File: src/rtl/pte_pkg.sv
// package: offsets, fields and constants for the pci target and error block
package pte_pkg;
   // data path
   localparam int DW = 32;
   localparam int TX_DEPTH = 8;
   localparam int TX_AW = 3;
   localparam int IRQ_W = 8;
   localparam int INIT_EV_W = 4;
   // register byte offsets
   localparam logic [7:0] OFF_CMD_STATUS = 8'h00;
   localparam logic [7:0] OFF_INIT_STATUS = 8'h04;
   localparam logic [7:0] OFF_INIT_CTRL = 8'h08;
   localparam logic [7:0] OFF_TGT_STATUS_CTRL = 8'h0C;
   localparam logic [7:0] OFF_TGT_LOCAL_BASE = 8'h10;
   localparam logic [7:0] OFF_IRQ_PENDING = 8'h14;
   localparam logic [7:0] OFF_IRQ_ENABLE = 8'h18;
   localparam logic [7:0] OFF_IRQ_FORCE = 8'h1C;
   // cmd_status_reg fields
   localparam int CS_IO_EN = 0;
   localparam int CS_MEM_EN = 1;
   localparam int CS_PAR_EN = 6;
   localparam int CS_SERR_EN = 8;
   // target_status_ctrl_reg fields
   localparam int TSC_CS_LSB = 0;
   localparam int TSC_XFE = 4;
   localparam int TSC_XFF = 5;
   localparam int TSC_CNT_LSB = 8;
   localparam logic [3:0] TGT_RST_CODE = 4'hF;
   localparam logic [31:0] INIT_RST_CODE = 32'hFFFF_FFFF;
   // irq_pending_reg bits
   localparam int IP_TIER = 0;
   localparam int IP_TBER = 1;
   localparam int IP_TPER = 2;
   localparam int IP_SERR = 3;
   localparam int IP_INIT_LSB = 4;
   // address map
   localparam logic [31:0] WIN_LO = 32'hA000_0000;
   localparam logic [31:0] IO_LOCAL_BASE = 32'h8000_0000;
   localparam logic [31:0] WORD_STEP = 32'h0000_0004;
   localparam logic [31:0] RST_WORD = 32'h0000_0000;
   // bus responses
   localparam logic [1:0] RESP_OKAY = 2'h0;
   localparam logic [1:0] RESP_SLVERR = 2'h2;
endpackage

File: src/rtl/pte_top.sv
// module: pci target path with prefetch, delayed read and error reporting
// What this block does
// - Target local address in outbound pci window cancels transfer, sets target error.
// - Target space counts as prefetchable; memory and io reads are prefetched.
// - Prefetch stops once eight words sit in the transmit fifo.
// - After the last requested read word, leftover prefetched words are flushed.
// - Writes accept single byte, aligned half, full word and all-off dummy enables.
// - Any other write enable pattern drops data and sets byte-enable error.
// - While a delayed read waits, reads to other addresses are retried.
// - Writes still complete while a delayed read is pending.
// - Pending delayed read keeps fetching into fifo, then completes from it.
// - Parity and system error signalling switchable by command register bits.
// - Every error or status event except a target access to a disabled space always sets its pending bit.
// - Pending and enabled bits raise interrupt line fourteen through controller mask.
// - Writing one to force register sets matching pending bit.
// - Pending bits clear only by software writing one.
// - Initiator resets on all-ones control write; target on state 0xF, flush, abort.
// - Target reads keep prefetching after hits so bursts continue.
// - Pci clock and reset both low release all driven pci pins.
// - Config register writable locally as host bridge, remotely as satellite.
`timescale 1ns/1ps
`default_nettype none
module pte_top
(
   // clock and reset
   input wire logic CLK,
   input wire logic RST_B,
   // axi4-lite register slave
   input wire logic AWVALID,
   output logic AWREADY,
   input wire logic [31:0] AWADDR,
   input wire logic WVALID,
   output logic WREADY,
   input wire logic [pte_pkg::DW-1:0] WDATA,
   input wire logic [3:0] WSTRB,
   output logic BVALID,
   input wire logic BREADY,
   output logic [1:0] BRESP,
   input wire logic ARVALID,
   output logic ARREADY,
   input wire logic [31:0] ARADDR,
   output logic RVALID,
   input wire logic RREADY,
   output logic [pte_pkg::DW-1:0] RDATA,
   output logic [1:0] RRESP,
   // target request from pci side
   input wire logic T_VALID,
   output logic T_READY,
   input wire logic T_WRITE,
   input wire logic T_IO,
   input wire logic [31:0] T_ADDR,
   input wire logic [3:0] T_BE_N,
   input wire logic [pte_pkg::DW-1:0] T_WDATA,
   input wire logic T_LAST,
   input wire logic T_DPERR,
   input wire logic T_APERR,
   // target answer
   output logic T_DONE,
   output logic T_RETRY,
   output logic T_ERR,
   output logic [pte_pkg::DW-1:0] T_RDATA,
   // local memory
   output logic L_WE,
   output logic [31:0] L_WADDR,
   output logic [pte_pkg::DW-1:0] L_WDATA,
   output logic [3:0] L_WSTRB,
   output logic L_RE,
   output logic [31:0] L_RADDR,
   input wire logic L_RVALID,
   input wire logic [pte_pkg::DW-1:0] L_RDATA,
   // remote configuration write
   input wire logic CFG_WE,
   input wire logic [pte_pkg::DW-1:0] CFG_WDATA,
   // pins and role
   input wire logic HOST_ROLE_SELECT_N,
   input wire logic PCI_CLK_LVL,
   input wire logic PCI_RST_N,
   input wire logic INIT_REQ,
   output logic REQ_N_O,
   output logic REQ_N_OE_N,
   output logic PERR_N_O,
   output logic PERR_N_OE_N,
   output logic SERR_N_O,
   output logic SERR_N_OE_N,
   // initiator side
   input wire logic [pte_pkg::INIT_EV_W-1:0] INIT_EV_TGL,
   input wire logic [pte_pkg::DW-1:0] INIT_STATUS,
   output logic INIT_RESET,
   // interrupt controller line fourteen
   input wire logic INTC_MASK_14,
   output logic INTC_IRQ_14
);
   import pte_pkg::*;

   typedef enum logic [1:0] {PF_IDLE, PF_REQ, PF_WAIT, PF_DROP} pte_pf_t;

   typedef struct packed {
      logic aw_v;
      logic [7:0] aw_a;
      logic w_v;
      logic [DW-1:0] w_d;
      logic [3:0] w_s;
      logic b_v;
      logic [1:0] b_r;
      logic r_v;
      logic [DW-1:0] r_d;
      logic [1:0] r_r;
      logic [DW-1:0] cmd;
      logic [31:0] base;
      logic [IRQ_W-1:0] en;
      logic [IRQ_W-1:0] pend;
      logic irq;
      logic init_rst;
      logic t_done;
      logic t_retry;
      logic t_err;
      logic [DW-1:0] t_rd;
      logic dr;
      logic [31:0] dr_a;
      pte_pf_t pf;
      logic [31:0] pf_a;
      logic [31:0] hd_a;
      logic l_we;
      logic [31:0] l_wa;
      logic [DW-1:0] l_wd;
      logic [3:0] l_ws;
      logic l_re;
      logic [31:0] l_ra;
      logic perr;
      logic serr;
      logic req;
      logic off;
   } pte_st_t;

   pte_st_t q;
   pte_st_t d;
   logic [INIT_EV_W-1:0] init_ev;
   logic [DW-1:0] f_dout;
   logic [TX_AW:0] f_cnt;
   logic f_empty;
   logic f_full;
   logic f_push;
   logic f_pop;
   logic f_flush;
   logic stop_pf;
   logic tgt_rst;
   logic issue;
   logic [IRQ_W-1:0] ev;
   logic [IRQ_W-1:0] w1c;
   logic [IRQ_W-1:0] frc;
   logic [DW-1:0] mw;
   logic [DW-1:0] tsc_rd;
   logic tk;
   logic sp_en;
   logic rd_hit;
   logic pci_off;
   logic [31:0] laddr;

   // byte-lane merge for partial register writes
   function automatic logic [DW-1:0] wmerge(input logic [DW-1:0] o, input logic [DW-1:0] n,
                                             input logic [3:0] s);
      logic [DW-1:0] r;
      r = o;
      for (int b = 0; b < 4; b++)
      begin
         if (s[b])
            r[b*8+:8] = n[b*8+:8];
      end
      return r;
   endfunction

   // accepted write enable patterns, active-low lanes
   function automatic logic be_legal(input logic [3:0] b);
      case (b)
         4'h7, 4'hB, 4'hD, 4'hE, 4'h3, 4'hC, 4'h0, 4'hF: be_legal = 1'b1;
         default: be_legal = 1'b0;
      endcase
   endfunction

   // far-domain initiator events
   pte_evsync u_sync (
      .clk(CLK),
      .rst_b(RST_B),
      .tgl(INIT_EV_TGL),
      .pulse(init_ev)
   );

   // target transmit fifo
   pte_txfifo u_txf (
      .clk(CLK),
      .rst_b(RST_B),
      .push(f_push),
      .din(L_RDATA),
      .pop(f_pop),
      .flush(f_flush),
      .dout(f_dout),
      .count(f_cnt),
      .empty(f_empty),
      .full(f_full)
   );

   // request decode helpers
   assign tk = T_VALID && T_READY;
   assign sp_en = T_IO ? q.cmd[CS_IO_EN] : q.cmd[CS_MEM_EN];
   assign laddr = T_IO ? (IO_LOCAL_BASE | {22'h000000, T_ADDR[9:0]})
                       : (q.base + {8'h00, T_ADDR[23:0]});
   assign rd_hit = !f_empty && (laddr == q.hd_a) && !(q.dr && laddr != q.dr_a);
   assign pci_off = !PCI_CLK_LVL && !PCI_RST_N;
   assign issue = (q.pf == PF_REQ) && !f_full;
   assign tsc_rd = {16'h0000, 4'h0, f_cnt, 2'h0, 2'h0,
                    q.dr, (q.pf != PF_IDLE), !f_empty, q.t_done};

   // next-state logic
   always_comb
   begin
      d = q;
      ev = '0;
      w1c = '0;
      frc = '0;
      f_push = 1'b0;
      f_pop = 1'b0;
      f_flush = 1'b0;
      stop_pf = 1'b0;
      tgt_rst = 1'b0;
      mw = wmerge(RST_WORD, q.w_d, q.w_s);
      d.t_done = 1'b0;
      d.t_retry = 1'b0;
      d.t_err = 1'b0;
      d.l_we = 1'b0;
      d.l_re = 1'b0;
      d.init_rst = 1'b0;
      d.perr = 1'b0;
      d.serr = 1'b0;
      // axi write capture, either order
      if (AWVALID && AWREADY)
      begin
         d.aw_v = 1'b1;
         d.aw_a = AWADDR[7:0];
      end
      if (WVALID && WREADY)
      begin
         d.w_v = 1'b1;
         d.w_d = WDATA;
         d.w_s = WSTRB;
      end
      if (q.b_v && BREADY)
         d.b_v = 1'b0;
      // axi write execute once address and data are both held
      if (q.aw_v && q.w_v && !q.b_v)
      begin
         d.aw_v = 1'b0;
         d.w_v = 1'b0;
         d.b_v = 1'b1;
         d.b_r = RESP_OKAY;
         if (q.aw_a == OFF_CMD_STATUS)
         begin
            if (!HOST_ROLE_SELECT_N)
               d.cmd = wmerge(q.cmd, q.w_d, q.w_s);
         end
         else if (q.aw_a == OFF_INIT_STATUS)
            d.b_r = RESP_OKAY;
         else if (q.aw_a == OFF_INIT_CTRL)
            d.init_rst = (mw == INIT_RST_CODE);
         else if (q.aw_a == OFF_TGT_STATUS_CTRL)
         begin
            tgt_rst = q.w_s[0] && (q.w_d[TSC_CS_LSB+:4] == TGT_RST_CODE);
            if (tgt_rst || (q.w_s[0] && (q.w_d[TSC_XFE] || q.w_d[TSC_XFF])))
            begin
               f_flush = 1'b1;
               stop_pf = 1'b1;
            end
            if (tgt_rst || (q.w_s[0] && q.w_d[TSC_XFF]))
               d.dr = 1'b0;
         end
         else if (q.aw_a == OFF_TGT_LOCAL_BASE)
            d.base = wmerge(q.base, q.w_d, q.w_s);
         else if (q.aw_a == OFF_IRQ_PENDING)
            w1c = mw[IRQ_W-1:0];
         else if (q.aw_a == OFF_IRQ_ENABLE)
            d.en = mw[IRQ_W-1:0];
         else if (q.aw_a == OFF_IRQ_FORCE)
            frc = mw[IRQ_W-1:0];
         else
            d.b_r = RESP_SLVERR;
      end
      // remote configuration write in satellite role
      if (CFG_WE && HOST_ROLE_SELECT_N)
         d.cmd = CFG_WDATA;
      // axi read
      if (q.r_v && RREADY)
         d.r_v = 1'b0;
      if (ARVALID && ARREADY)
      begin
         d.r_v = 1'b1;
         d.r_r = RESP_OKAY;
         d.r_d = '0;
         if (ARADDR[7:0] == OFF_CMD_STATUS)
            d.r_d = q.cmd;
         else if (ARADDR[7:0] == OFF_INIT_STATUS)
            d.r_d = INIT_STATUS;
         else if (ARADDR[7:0] == OFF_TGT_STATUS_CTRL)
            d.r_d = tsc_rd;
         else if (ARADDR[7:0] == OFF_TGT_LOCAL_BASE)
            d.r_d = q.base;
         else if (ARADDR[7:0] == OFF_IRQ_PENDING)
            d.r_d[IRQ_W-1:0] = q.pend;
         else if (ARADDR[7:0] == OFF_IRQ_ENABLE)
            d.r_d[IRQ_W-1:0] = q.en;
         else if (ARADDR[7:0] != OFF_INIT_CTRL && ARADDR[7:0] != OFF_IRQ_FORCE)
            d.r_r = RESP_SLVERR;
      end
      // prefetch engine, one local read in flight
      case (q.pf)
         PF_REQ:
         begin
            if (issue)
            begin
               d.l_re = 1'b1;
               d.l_ra = q.pf_a;
               d.pf = PF_WAIT;
            end
         end
         PF_WAIT:
         begin
            if (L_RVALID)
            begin
               f_push = 1'b1;
               d.pf_a = q.pf_a + WORD_STEP;
               d.pf = PF_REQ;
            end
         end
         PF_DROP:
         begin
            if (L_RVALID)
               d.pf = PF_IDLE;
         end
         default:
            d.pf = q.pf;
      endcase
      // target request
      if (tk)
      begin
         d.t_done = 1'b1;
         if (!sp_en)
            d.t_err = 1'b1;
         else if (laddr >= WIN_LO)
         begin
            d.t_err = 1'b1;
            ev[IP_TIER] = 1'b1;
         end
         else if (T_WRITE)
         begin
            if (!be_legal(T_BE_N))
            begin
               d.t_err = 1'b1;
               ev[IP_TBER] = 1'b1;
            end
            else if (T_BE_N != 4'hF)
            begin
               d.l_we = 1'b1;
               d.l_wa = laddr;
               d.l_wd = T_WDATA;
               d.l_ws = ~T_BE_N;
            end
         end
         else if (q.dr && laddr != q.dr_a)
            d.t_retry = 1'b1;
         else if (rd_hit)
         begin
            f_pop = 1'b1;
            d.t_rd = f_dout;
            d.dr = 1'b0;
            d.hd_a = q.hd_a + WORD_STEP;
            if (T_LAST)
            begin
               f_flush = 1'b1;
               stop_pf = 1'b1;
            end
         end
         else
         begin
            d.t_retry = 1'b1;
            if (!q.dr && !stop_pf && (q.pf == PF_IDLE || (q.pf == PF_REQ && !issue)))
            begin
               d.dr = 1'b1;
               d.dr_a = laddr;
               d.hd_a = laddr;
               d.pf_a = laddr;
               d.pf = PF_REQ;
               f_flush = 1'b1;
            end
         end
      end
      // stop prefetch; drain a read still in flight
      if (stop_pf)
         d.pf = (d.l_re || (q.pf == PF_WAIT && !L_RVALID)) ? PF_DROP : PF_IDLE;
      // parity and system error pins
      if (T_DPERR)
      begin
         ev[IP_TPER] = 1'b1;
         d.perr = q.cmd[CS_PAR_EN];
      end
      if (T_APERR)
      begin
         ev[IP_SERR] = 1'b1;
         d.serr = q.cmd[CS_SERR_EN] && q.cmd[CS_PAR_EN];
      end
      ev[IP_INIT_LSB+:INIT_EV_W] = init_ev;
      // pending: set wins over clear
      d.pend = (q.pend & ~w1c) | ev | frc;
      d.irq = (|(d.pend & d.en)) && INTC_MASK_14;
      d.off = pci_off;
      d.req = INIT_REQ;
   end

   // state register
   always_ff @(posedge CLK or negedge RST_B)
   begin
      if (!RST_B)
         q <= '0;
      else
         q <= d;
   end

   // handshakes
   assign AWREADY = !q.aw_v && !q.b_v;
   assign WREADY = !q.w_v && !q.b_v;
   assign ARREADY = !q.r_v;
   assign T_READY = !q.t_done;
   // registered outputs
   assign BVALID = q.b_v;
   assign BRESP = q.b_r;
   assign RVALID = q.r_v;
   assign RDATA = q.r_d;
   assign RRESP = q.r_r;
   assign T_DONE = q.t_done;
   assign T_RETRY = q.t_retry;
   assign T_ERR = q.t_err;
   assign T_RDATA = q.t_rd;
   assign L_WE = q.l_we;
   assign L_WADDR = q.l_wa;
   assign L_WDATA = q.l_wd;
   assign L_WSTRB = q.l_ws;
   assign L_RE = q.l_re;
   assign L_RADDR = q.l_ra;
   assign INIT_RESET = q.init_rst;
   assign INTC_IRQ_14 = q.irq;
   // pin drive, released while pci is held off
   assign REQ_N_O = !q.req;
   assign REQ_N_OE_N = q.off;
   assign PERR_N_O = !q.perr;
   assign PERR_N_OE_N = q.off || !q.perr;
   assign SERR_N_O = 1'b0;
   assign SERR_N_OE_N = q.off || !q.serr;
endmodule
`default_nettype wire

File: src/rtl/pte_evsync.sv
// module: three-flop toggle synchroniser turning far-side event toggles into pulses
`timescale 1ns/1ps
`default_nettype none
module pte_evsync
(
   // clock and reset
   input wire logic clk,
   input wire logic rst_b,
   // event toggles in, pulses out
   input wire logic [pte_pkg::INIT_EV_W-1:0] tgl,
   output logic [pte_pkg::INIT_EV_W-1:0] pulse
);
   import pte_pkg::*;

   typedef struct packed {
      logic [INIT_EV_W-1:0] s1;
      logic [INIT_EV_W-1:0] s2;
      logic [INIT_EV_W-1:0] s3;
   } pte_sync_st_t;

   pte_sync_st_t q;
   pte_sync_st_t d;

   // shift chain; s1 feeds only s2
   always_comb
   begin
      d = q;
      d.s1 = tgl;
      d.s2 = q.s1;
      d.s3 = q.s2;
   end

   // state register
   always_ff @(posedge clk or negedge rst_b)
   begin
      if (!rst_b)
         q <= '0;
      else
         q <= d;
   end

   // one pulse per toggle edge
   for (genvar i = 0; i < INIT_EV_W; i++)
   begin : g_ev
      assign pulse[i] = q.s2[i] ^ q.s3[i];
   end
endmodule
`default_nettype wire

File: src/rtl/pte_txfifo.sv
// module: eight-word target transmit fifo with flush
`timescale 1ns/1ps
`default_nettype none
module pte_txfifo
(
   // clock and reset
   input wire logic clk,
   input wire logic rst_b,
   // fill, drain and flush
   input wire logic push,
   input wire logic [pte_pkg::DW-1:0] din,
   input wire logic pop,
   input wire logic flush,
   // status and head word
   output logic [pte_pkg::DW-1:0] dout,
   output logic [pte_pkg::TX_AW:0] count,
   output logic empty,
   output logic full
);
   import pte_pkg::*;

   typedef struct packed {
      logic [TX_DEPTH-1:0][DW-1:0] mem;
      logic [TX_AW-1:0] wp;
      logic [TX_AW-1:0] rp;
      logic [TX_AW:0] cnt;
   } pte_fifo_st_t;

   pte_fifo_st_t q;
   pte_fifo_st_t d;
   logic push_ok;
   logic pop_ok;

   assign empty = (q.cnt == '0);
   assign full = (q.cnt == (TX_AW+1)'(TX_DEPTH));
   assign push_ok = push && !full;
   assign pop_ok = pop && !empty;
   assign dout = q.mem[q.rp];
   assign count = q.cnt;

   // pointer and count update; flush drops everything
   always_comb
   begin
      d = q;
      if (flush)
      begin
         d.wp = '0;
         d.rp = '0;
         d.cnt = '0;
      end
      else
      begin
         if (push_ok)
         begin
            d.mem[q.wp] = din;
            d.wp = q.wp + 1'b1;
         end
         if (pop_ok)
            d.rp = q.rp + 1'b1;
         if (push_ok && !pop_ok)
            d.cnt = q.cnt + 1'b1;
         else if (pop_ok && !push_ok)
            d.cnt = q.cnt - 1'b1;
      end
   end

   // state register
   always_ff @(posedge clk or negedge rst_b)
   begin
      if (!rst_b)
         q <= '0;
      else
         q <= d;
   end
endmodule
`default_nettype wire

File: config.mk
export PLATFORM = sky130hd
export DESIGN_NAME = pte_top
export DESIGN_NICKNAME = d
export VERILOG_FILES = /design/src/rtl/pte_pkg.sv /design/src/rtl/pte_top.sv /design/src/rtl/pte_evsync.sv /design/src/rtl/pte_txfifo.sv
export SDC_FILE = /design/constraint.sdc
export NUM_CORES = 1
export LEC_CHECK = 0
export ABC_CLOCK_PERIOD_IN_PS = 6800
export BUFFER_PORTS_ARGS = -buffer_cell sky130_fd_sc_hd__buf_2
export CORE_ASPECT_RATIO = 2
export CORE_UTILIZATION = 45
export CTS_CLUSTER_SIZE = 12
export DETAILED_ROUTE_END_ITERATION = 16
export GPL_TIMING_DRIVEN = 0
export PLACE_DENSITY = 0.69
export SLEW_MARGIN = 10
export SYNTH_ARGS = -nofsm -noshare
export SYNTH_HDL_FRONTEND = slang
export SYNTH_SLANG_ARGS = --single-unit
File: constraint.sdc
create_clock -name CLK -period 6.8 [get_ports CLK]
set_clock_uncertainty 0.1 [all_clocks]
set_input_delay 0.34 -clock CLK [delete_from_list [all_inputs] [get_ports CLK]]
set_output_delay 0.34 -clock CLK [all_outputs]
set_load 0.005 [all_outputs]
# == Word-level counts from Yosys, hierarchy flattened ==
# Memories as Yosys holds them, arrays and structs flattened.
# Index checks and enable logic that the tools add are counted.
# totals
ff_bits,684
rom_bits,16
inputBits,288
output_inout_bits,187
elab_cells,364
n_memories,1
# op_classes
addsub,7
order_cmp,4
eq_ne,24
n_mux,163
bitwise,19
n_reduce_logical,91
# mem_list
name,words,word_bits,rd,rd_ports_with_merged_regs,wr,line_no,source
(no name shown),16,1,1,0,0,pte_top.sv:174,case (b)
# op_table
cell,count
$mux 32,13
$mux 200,2
$mux 8,34
$mux 131,2
$bwmux 256,1
$mux 69,3
$mux 203,1
$mux 40,4
$mux 99,1
$bmux 32 s3,1
$demux 32 s3,1
$mux 72,1
$mux 33,2
$mux 66,1
$add 32x3->32 const B,2
$mux 1,63
$eq 8x5->1 const B,7
$mux 2,21
$mux 37,1
$mux 35,1
$reduce_and 7->1,5
$mux 34,1
$add 32x24->32,1
$eq 32x32->1,1
41 further kinds,138

# == Depth between registers and ports, before layout ==
# Gate-level depths: netlist (run 1).
# logic_depth
word_depth,21
depth_mapped,23
mapped_depth_nobuf,20

# == Modules after synthesis ==
# A second synthesis (run 1) with hierarchy kept.
# unflattened
cells_unflattened,3129
area_unflattened_um2,35232.5
# modules_own_cells
mod,instances,cells_per_inst,area_each_um2,seq_area_each_um2
pte_top,1,2371,22232.6,10109.7
pte_txfifo,1,742,12664.6,6656.4
pte_evsync,1,16,335.3,300.3

# == Worst setup path before layout (run 1) ==
# No wires, ideal clock.
# synth_path
kind,flip-flop to flip-flop
from,register q[276] (netlist name)
to,register u_txf.q (netlist bit u_txf.count[1])
setup_ps,124
arrival_time_ps,4937
required_time_ps,6576
path_slack_ps,1640
path_stages_with_launch,22
path_buffers,4
period_less_slack_ps,5160
path_cell_list,dfrtp_1 -> ha_1 -> clkbuf_1 -> nand2_1 -> o21a_1 -> or3_1 -> and2_1 -> clkbuf_1 -> a41o_1 -> or3_1 -> clkbuf_1 -> xor2_1 -> nand3_1 -> nor4_4 -> nand3_1 -> clkbuf_1 -> nand2_1 -> fa_1 -> nor4b_1 -> and4_1 -> a41o_1 -> o21bai_1
# synth_between
elab_chain_cells,17
word_cells_on_any_way,28
cone_classes,1 x add/sub; 1 x order compare; 2 x eq/ne; 15 x mux; 9 x reduce/logical
# synth_rtl
item,line_no,source
start: declaration,pte_top.sv:135,pte_st_t q;
start signal: assignment,pte_top.sv:420,q <= '0;
start signal: assignment,pte_top.sv:422,q <= d;
$add 32x24->32 (*),pte_top.sv:206,": (q.base + {8'h00, T_ADDR[23:0]});"
$mux 32 (*),pte_top.sv:205,"assign laddr = T_IO ? (IO_LOCAL_BASE | {22'h000000, T_ADDR[9:0]})"
$ne 32x32->1,"pte_top.sv:207, pte_top.sv:366",
$logic_and 1x1->1,"pte_top.sv:207, pte_top.sv:366",
$logic_not 1->1,pte_top.sv:207,assign rd_hit = !f_empty && (laddr == q.hd_a) && !(q.dr && laddr != q.dr_a);
$logic_and 1x1->1,pte_top.sv:207,
$mux 1,pte_top.sv:368,else if (rd_hit)
$mux 1,pte_top.sv:366,else if (q.dr && laddr != q.dr_a)
$mux 1,pte_top.sv:351,else if (T_WRITE)
$mux 1,pte_top.sv:346,else if (laddr >= WIN_LO)
$mux 1,pte_top.sv:344,if (!sp_en)
$mux 1,pte_top.sv:341,if (tk)
$logic_and 1x1->1,pte_txfifo.sv:37,assign pop_ok = pop && !empty;
$logic_not 1->1,pte_txfifo.sv:60,if (push_ok && !pop_ok)
$logic_and 1x1->1,pte_txfifo.sv:60,
$mux 4,pte_txfifo.sv:60,
$mux 10,pte_txfifo.sv:45,if (flush)
end signal: assignment,pte_txfifo.sv:71,q <= '0;
end signal: assignment,pte_txfifo.sv:73,q <= d;
end: declaration,pte_txfifo.sv:29,pte_fifo_st_t q;
# Mark *: on every way between the ends. The rest lies on a longest branch, timed or not.
# A chain may end at the register's enable or synchronous reset.

# == Final worst setup path (run 1) ==
# layout_path
from,register q[275] (netlist name)
to,register u_txf.q (netlist bit u_txf.count[1])
# Same word-level chain as after synthesis.

==> metrics list, run 1 <==
* Average vias per placed instance: 5.82
- Cell Area, Synth: 35300 um2
- The tree built by TritonCTS fans out to 682 sinks.
* Reported leakage power: 20.4 nW
- Highest metal layer with signal wires: met5
- Period Utilization, post-route: 99.9%
- The worst setup path is captured at a flip-flop.
- Fin. max-slew vios: 0
- The worst path meets setup with 0.00415 ns of slack.
* Number of global-route vias before repair: 30300
- Prevailing post-synth register cell: sky130_fd_sc_hd__dfrtp_1
- For this block, the routed nets add up to 136000 um of wire.
- Number of design-rule violations left by the first detailed-router iteration: 1900
* Layout Area Growth over Synthesis: 21.8%
- Crit-path leading delay family: compound AO/OA/AOI/OAI gates
- Clock root buffer master: sky130_fd_sc_hd__clkbuf_16
- Wire per inst: 27.1 um
- Across the VDD grid, the largest voltage drop is 0.300 mV.
- Of all cell types, the one taking the most synthesized area is sky130_fd_sc_hd__dfrtp_1.
* Hold slack: 0.0283 ns
* Maximum Capacitance Violations: 0
- A synthesized cell averages 10.8 um2.
* Total via count after detailed routing: 29200
* Sequential element share of the synthesized area: 48.3%
- Maximum count of clock buffers along a single path: 3
* Wire length on met3: 7890 um
* Number of rows created at floorplan: 145
* Global-route wire length before repair: 197000 um
- In the routed design, unresolved DRC markers number 0.
- The cell count after synthesis came out at 3276.
- The die is 200 um wide.
* TritonCTS clock tree: done
- Status: finished, final reports clean
* Total Power: 11.5 mW
- Pin count of the biggest net entering global routing: 116
- The library cells used most frequently in the layout, excluding fill and tap cells, are 682 x sky130_fd_sc_hd__dfrtp_1, 444 x sky130_fd_sc_hd__buf_2, 414 x sky130_fd_sc_hd__nand2_1.
* Crit-path max FO: 10
- The core region is 77800 um2.
* Area enclosed by the die boundary: 79700 um2
- On the worst path, the slowest cell contributes a delay of 0.50 ns.
- Setup repair after global routing missed its margin: false
- Required time reported for the critical path endpoint: 7.24 ns
- Clock transition at the registers of the reported paths: 0.07 ns
* Worst setup slack after placement: -1.02 ns
- Buffers placed on the I/O ports in this run total 415.
* Arrival @ worst endpoint: 7.24 ns
- Number of nets in the finished design: 4283
- After routing the design area is 43000 um2.
- At the pin with the least slew margin, the transition time is 1.29 ns.
* Area share of the leading cell type in the synthesized netlist: 48.3%
* Max frequency: 147 MHz
- 1st-pass router iterations: 7
* Leading cell types by total area after synthesis: sky130_fd_sc_hd__dfrtp_1 48%, sky130_fd_sc_hd__mux2_2 11%, sky130_fd_sc_hd__nand2_1 4.4%, sky130_fd_sc_hd__mux4_2 4.1%, sky130_fd_sc_hd__buf_4 4.0%
- Number of distinct library cells after synthesis: 94
- Critical path startpoint category: flip-flop
- Power per cell area: 268 nW/um2
- H-tree depth: 3
- The number of buffers and inverters on the critical path is 3.
- GR Util All Layers: 34.0%
- The number of clock buffers added by TritonCTS is 68.
- Met1 Wirelength: 46700 um
- Walking the worst path, the cells encountered are ha_1 -> buf_2 -> a21oi_1 -> o21ai_1 -> a21o_1 -> a21oi_1 -> and3_4 -> xor2_2 -> o2111ai_1 -> nor4_1 -> a41o_1 -> buf_2 -> nand3_2 -> clkbuf_2 -> nand2_1 -> fa_1 -> nor4b_1 -> and4_1 -> a41o_1 -> o21bai_1.
- The clock reaches the later pin of the worst-skew pair after 0.66 ns.
* Async set or reset register ratio after synthesis: 100%
* Top-level I/O count: 475
- Post-detailed-placement half-perimeter wirelength: 105000 um
* Worst min path class: in2reg
* Slew HR: 12.7%
* Setup violators final: 0
* Met2 wire len: 68800 um
* Remaining antenna violation count: 0
- The initial utilization of the core area, before any placement, comes to 45.4%.
- Fraction of final layout cells sized beyond drive strength 1: 30.6%
- Leaving out fill and tap cells, the most frequent cell in the layout is sky130_fd_sc_hd__dfrtp_1.
- Floorplan die height: 398 um
- In this run, synthesis produced a sequential element count of 682.
- Cell area after placement: 39000 um2
* Final core occ: 55.3%
* Type of the worst setup path: reg2reg
- The initial antenna violation count came to 15.
- Routability-driven placement finished with a final weighted congestion of 1.07.
- Cell with the largest stage delay on the worst path: sky130_fd_sc_hd__nor4_1
* Post-route minimum period: 6.80 ns
- Yosys mapped a number of flops with a built-in enable equal to 0.
- GRT Residual Overflow: 0
- Synth warnings: 0
- Number of endpoints with negative hold slack in the final report: 0
==> metal layers <==
layer,GRT usage (%),up-vias
met5,0,-
met1,34.5,14600
met2,60.4,1204
met4,27.9,16
li1,-,13000
met3,6.57,411
==> area by class of cell <==
class / count / area, um2
fillers: 6804 / 34800
flip-flops and latches: 682 / 17100
multi-input cells: 2195 / 16200
repair buffers: 616 / 4210
plain buffers: 363 / 2120
clock buffers: 85 / 1850
well taps: 1029 / 1290
inverters: 36 / 135
clock inverters: 6 / 92.6
diodes: 9 / 22.5
==> Yosys cell counts, drive strengths merged (6+ instances only) <==
cell and count:
a21boi 6, mux2 367, nand2b 36, buf 239
and3 61, mux2i 66, a21oi 129, and4 13
o211ai 16, o21ai 214, or4 7, nor3 41
nor2b 16, a21o 15, inv 36, o2111ai 7
a221oi 14, a2111oi 13, a222oi 26, nand4b 7
a211oi 16, nor4 19, nand2 420, ha 31
xor2 38, nor3b 8, a22oi 15, and2 22
nand4 44, or2 7, o21a 13, dfrtp 682
mux4 64, or3 21, nor4b 12, a31oi 11
a22o 28, o21bai 7, clkbuf 126, o22ai 28
nor2 165, nand3 56, xnor2 46
==> stage by stage <==
stage | cells | TNS [ns]
after CTS | 5013 | 0
after detailed placement | 4735 | -2.85
after floorplan | 3278 | 0
final | 5021 | 0
after global placement | 4722 | -6229.62
after global routing | 5017 | 0
==> flip-flops by register name, indices dropped and copies added, names as in the netlist, 4 cells and up <==
register	cells
L_WADDR	32
u_txf.count	4
L_RADDR	32
T_RDATA	32
L_WDATA	32
u_sync.d	8
u_sync.q	4
RDATA	32
u_txf.q	262
q	228
L_WSTRB	4
==> worst reg2reg max path, stage by stage (launching register included) <==
cell and delay [ns]:
sky130_fd_sc_hd__dfrtp_1 0.44, sky130_fd_sc_hd__ha_1 0.40, sky130_fd_sc_hd__buf_2 0.29, sky130_fd_sc_hd__a21oi_1 0.44, sky130_fd_sc_hd__o21ai_1 0.27, sky130_fd_sc_hd__a21o_1 0.25
sky130_fd_sc_hd__a21oi_1 0.16, sky130_fd_sc_hd__and3_4 0.38, sky130_fd_sc_hd__xor2_2 0.47, sky130_fd_sc_hd__o2111ai_1 0.43, sky130_fd_sc_hd__nor4_1 0.50, sky130_fd_sc_hd__a41o_1 0.23
sky130_fd_sc_hd__buf_2 0.26, sky130_fd_sc_hd__nand3_2 0.29, sky130_fd_sc_hd__clkbuf_2 0.37, sky130_fd_sc_hd__nand2_1 0.22, sky130_fd_sc_hd__fa_1 0.46, sky130_fd_sc_hd__nor4b_1 0.16
sky130_fd_sc_hd__and4_1 0.22, sky130_fd_sc_hd__a41o_1 0.20, sky130_fd_sc_hd__o21bai_1 0.14
==> power by group <==
part	leakage, nW	total (mW)	switching (mW)	internal [mW]
registers	9.15	5.09	0.498	4.59
logic	10.3	2.92	1.63	1.29
clock network	0.949	3.54	1.60	1.94
total	20.4	11.5	3.72	7.82
==> path summary, 6_finish.rpt <==
| check | start | end | slack [ns] | depth (start not counted) |
|---|---|---|---|---|
| max | q[275] | u_txf.count[1] | 0.004 | 20 |
| min | INIT_STATUS[6] | RDATA[6] | 0.03 | 3 |
| max reg2reg | q[275] | u_txf.count[1] | 0.004 | 20 |
| min reg2reg | u_sync.d[7] | u_sync.d[3] | 0.25 | 0 |
| max in group asynchronous | RST_B | u_txf.q[72] | 4.57 | 5 |
| min in group asynchronous | RST_B | L_WDATA[1] | 0.15 | 2 |
==> repair_timing <==
action | CTS | global route
endpoints found under the hold margin | 481 | 0
endpoints found under the setup margin | 4 | 3
gates resized for setup | 21 | 15
setup buffers | 3 | 0
pin swaps | 2 | 0
hold buffers | 185 | 0
==> kinds of logic (layout without fill, tap and decap cells) <==
group,after synthesis,count (layout),synth area share (%)
XOR/XNOR,84,84,2.08
AND/OR/NAND/NOR,968,968,13.1
AO/OA/AOI/OAI,610,610,11.2
other,1,12,0.0106
flip-flops,682,682,48.3
adder cells (fa/ha/maj),33,33,1.21
buffers and inverters,401,1106,6.40
multiplexers,497,497,17.6
No activity file was read; power rests on OpenSTA's default activity.
==> inputs of run 2 (changes only) <==
--- a/config.mk
+++ b/config.mk
@@ -8,5 +8,6 @@
 export ABC_CLOCK_PERIOD_IN_PS = 6800
-export BUFFER_PORTS_ARGS = -buffer_cell sky130_fd_sc_hd__buf_2
+export BUFFER_PORTS_ARGS = -buffer_cell sky130_fd_sc_hd__clkbuf_2
 export CORE_ASPECT_RATIO = 2
 export CORE_UTILIZATION = 45
+export CTS_BUF_LIST = sky130_fd_sc_hd__clkbuf_4
 export CTS_CLUSTER_SIZE = 12
--- a/constraint.sdc
+++ b/constraint.sdc
@@ -4,2 +4,2 @@
 set_output_delay 0.34 -clock CLK [all_outputs]
-set_load 0.005 [all_outputs]
+set_load 0.01 [all_outputs]
==> run 2 against run 1 <==
Effect of this change:
- final area increased by 4.0%
- first-iteration DRC count is 26% higher
- non-clock buffer count is 163 higher
- combinational power up 7.5%
- largest power group unchanged
- die area unchanged
- core utilization increased by 2.2 points
- flip-flop and latch count stayed put
- critical endpoint unchanged
==> metrics list, run 2 (synthesized netlist as in run 1, its figures left out) <==
- H-tree depth: 4 (+1)
* Remaining antenna violation count: 0 (unchanged)
- The placeable core area is 77800 um2 (unchanged).
- Number of rows created at floorplan: 145 (unchanged)
- Crit path cell chain: ha_1 -> o211ai_1 -> o21ai_2 -> a21oi_1 -> o21ba_2 -> o41ai_4 -> xnor2_1 -> nor2_2 -> xnor2_1 -> a41o_1 -> buf_2 -> nand3_2 -> clkbuf_2 -> nand2_1 -> fa_1 -> nor4b_1 -> and4_1 -> a41o_1 -> o21bai_1
- Number of non-filler instances in the completed layout: 5362 (+6.8%)
- Global-route wire length before repair: 205000 um (+3.8%)
* Average vias per placed instance: 5.76 (-1.1%)
* Number of design-rule violations left by the first detailed-router iteration: 2402 (+26%)
* Total buffers and inverters traversed by the critical path: 2 (-1)
* Worst min path class: in2reg
- The leakage dissipation was 21.3 nW (+4.3%).
* Maximum count of clock buffers along a single path: 3 (unchanged)
* # clock sinks: 682 (unchanged)
- Top-level I/O count: 475 (unchanged)
- Clock root buffer master: sky130_fd_sc_hd__clkbuf_4
* Crit-path leading delay family: compound AO/OA/AOI/OAI gates
- Fraction of final layout cells sized beyond drive strength 1: 32.1% (+1.5 points)
- Hold-critical path depth: 3 (unchanged)
* Floorplan die height: 398 um (unchanged)
* 1st-pass router iterations: 9 (+2)
- The path length in cells of the critical path was 19 (-5.0%).
- Routed wire length: 139000 um (+2.0%)
- The power density over the cells is 260 nW/um2 (-3.2%).
* Post-route minimum period: 6.62 ns (-0.177 ns)
- The share of the clock period used by the worst path after layout was 97.3% (-2.6 points).
- The critical path is of the reg2reg type.
* Die X: 200 um (unchanged)
- The critical path's largest stage delay came to 0.63 ns (+0.13 ns).
- The worst setup path is launched from a flip-flop.
- The initial antenna violation count is 14 (-1).
- Slew HR: 24.4% (+12 points)
* Smallest setup slack after layout: 0.181 ns (+0.177 ns)
- The post-route total power is 11.6 mW (+0.63%).
* GRT Residual Overflow: 0 (unchanged)
- Maximum Capacitance Violations: 0 (unchanged)
* Count of unresolved DRC violations after routing: 0 (unchanged)
- Max frequency: 151 MHz (+2.7%)
* Register with the most flip-flops: u_txf.q
- Number of nets in the finished design: 4533 (+5.8%)
- The flow ran to the end, and the final reports show no timing, DRC or antenna violations.
* Layout Area Growth over Synthesis: 26.7%
- Most used cells in the layout excluding fill and tap cells: 682 x sky130_fd_sc_hd__dfrtp_1, 417 x sky130_fd_sc_hd__clkbuf_2, 414 x sky130_fd_sc_hd__nand2_1
- Setup TNS Final: 0 ns (unchanged)
- The setup violation total in the final timing report came to 0 (unchanged).
* Total placed cells including tap cells: 4736 (+0.021%)
* Starting utilization of the core area: 45.4% (unchanged)
- Area enclosed by the die boundary: 79700 um2 (unchanged)
* Required time reported for the critical path endpoint: 7.58 ns (+0.34 ns)
- RD Place Congestion: 1.07 (+0.17%)
- Pin slew with the least headroom to its limit: 1.13 ns (-0.156 ns)
- The maximum number of pins on one net before global-route repair was 105 (-9.5%).
* Worst-Skew Late Latency: 1.06 ns (+0.40 ns)
* TritonCTS clock tree: done
- The maximum resistive drop on vdd is 0.209 mV (-30%).
- The flip-flop count of the largest register, all copies and words added was 262 (unchanged).
- The average wire length per cell after detail routing is 25.8 um (-4.5%).
- GR Util All Layers: 35.0% (+1.0 points)
* Fin. max-slew vios: 0 (unchanged)
* Number of endpoints with negative hold slack in the final report: 0 (unchanged)
- Clock transition at the registers of the reported paths: 0.07 ns (about the same)
* Setup repair after global routing missed its margin: false
- The total via count in the routed design came to 30900 (+5.7%).
- Most common cell after layout, fill and taps aside: sky130_fd_sc_hd__dfrtp_1
- Post-detailed-placement half-perimeter wirelength: 103000 um (-1.5%)
- Largest regs: u_txf.q: 262 flops, q: 228 flops
* # fillers: 6518 (-4.2%)
* Arrival @ worst endpoint: 7.39 ns (+0.15 ns)
- The number of buffers added on ports came to 415 (unchanged).
- The maximum fanout encountered on the critical timing path was 10 (unchanged).
- The depth of the worst register-to-register path was 19 (-5.0%).
- The worst hold slack across all endpoints was 0.0856 ns (+0.0573 ns).
- Cell with the largest stage delay on the worst path: sky130_fd_sc_hd__o41ai_4
- Endpoint class of the critical path: flip-flop
- Total clock buffers created by CTS: 155 (+130%)
- The post-placement worst setup slack is -0.875 ns (+0.141 ns).
* Number of global-route vias before repair: 32200 (+6.4%)
[run 2: repair_timing]
item,CTS,global route
hold endpoints to repair,927,2
hold buffers,344,1
setup endpoints to repair,3,3
setup buffers,3,2
gates resized for setup,19,23
pin swaps,2,0
[run 2: worst min-delay path, cell delays in order]
cell and delay (ns):
sky130_fd_sc_hd__dlygate4sd3_1 0.54, sky130_fd_sc_hd__clkbuf_2 0.12, sky130_fd_sc_hd__and3_1 0.13
[run 2: report_power, final]
part           total, mW  switching, mW  internal, mW
Clock               3.39           1.68          1.70
Combinational       3.14           1.75          1.39
Sequential          5.09          0.504          4.58
Total               11.6           3.94          7.68
[run 2: worst paths after layout]
kind	slack, ns	from	endpoint
setup / recovery	0.18	q[261]	u_txf.count[1]
hold / removal	0.09	T_APERR	q[2]
setup reg to reg	0.18	q[261]	u_txf.count[1]
hold reg to reg	0.25	u_sync.d[7]	u_sync.d[3]
max in group asynchronous	5.24	RST_B	q[277]
min in group asynchronous	0.47	RST_B	L_WDATA[7]
[run 2: cell type report]
| type | instances | area [um2] | share of cell area, % |
|---|---|---|---|
| well taps | 1029 | 1290 | 2.88 |
| multi-input cells | 2195 | 16300 | 36.3 |
| inverters | 36 | 135 | 0.302 |
| flip-flops and latches | 682 | 17100 | 38.1 |
| clock buffers | 218 | 1640 | 3.66 |
| plain buffers | 363 | 2120 | 4.74 |
| repair buffers | 779 | 5850 | 13.1 |
| diodes | 15 | 37.5 | 0.0839 |
| clock inverters | 45 | 350 | 0.783 |
[run 2: per-layer routing]
metal	global-route usage, %	up-vias	wire length [um]
li1	-	13600	-
met1	36.3	15200	47300
met2	60.5	1493	68900
met3	7.40	515	9220
met4	29.5	4	13100
met5	0	-	22
[run 2: metrics by stage]
| step | utilization [%] | area [um2] |
|---|---|---|
| floorplan | - | 35300 |
| CTS | 57.3 | 44600 |
| global placement | 49.7 | 38700 |
| finish | 57.5 | 44700 |
| global route | 57.5 | 44700 |
| detailed placement | 50.1 | 39000 |
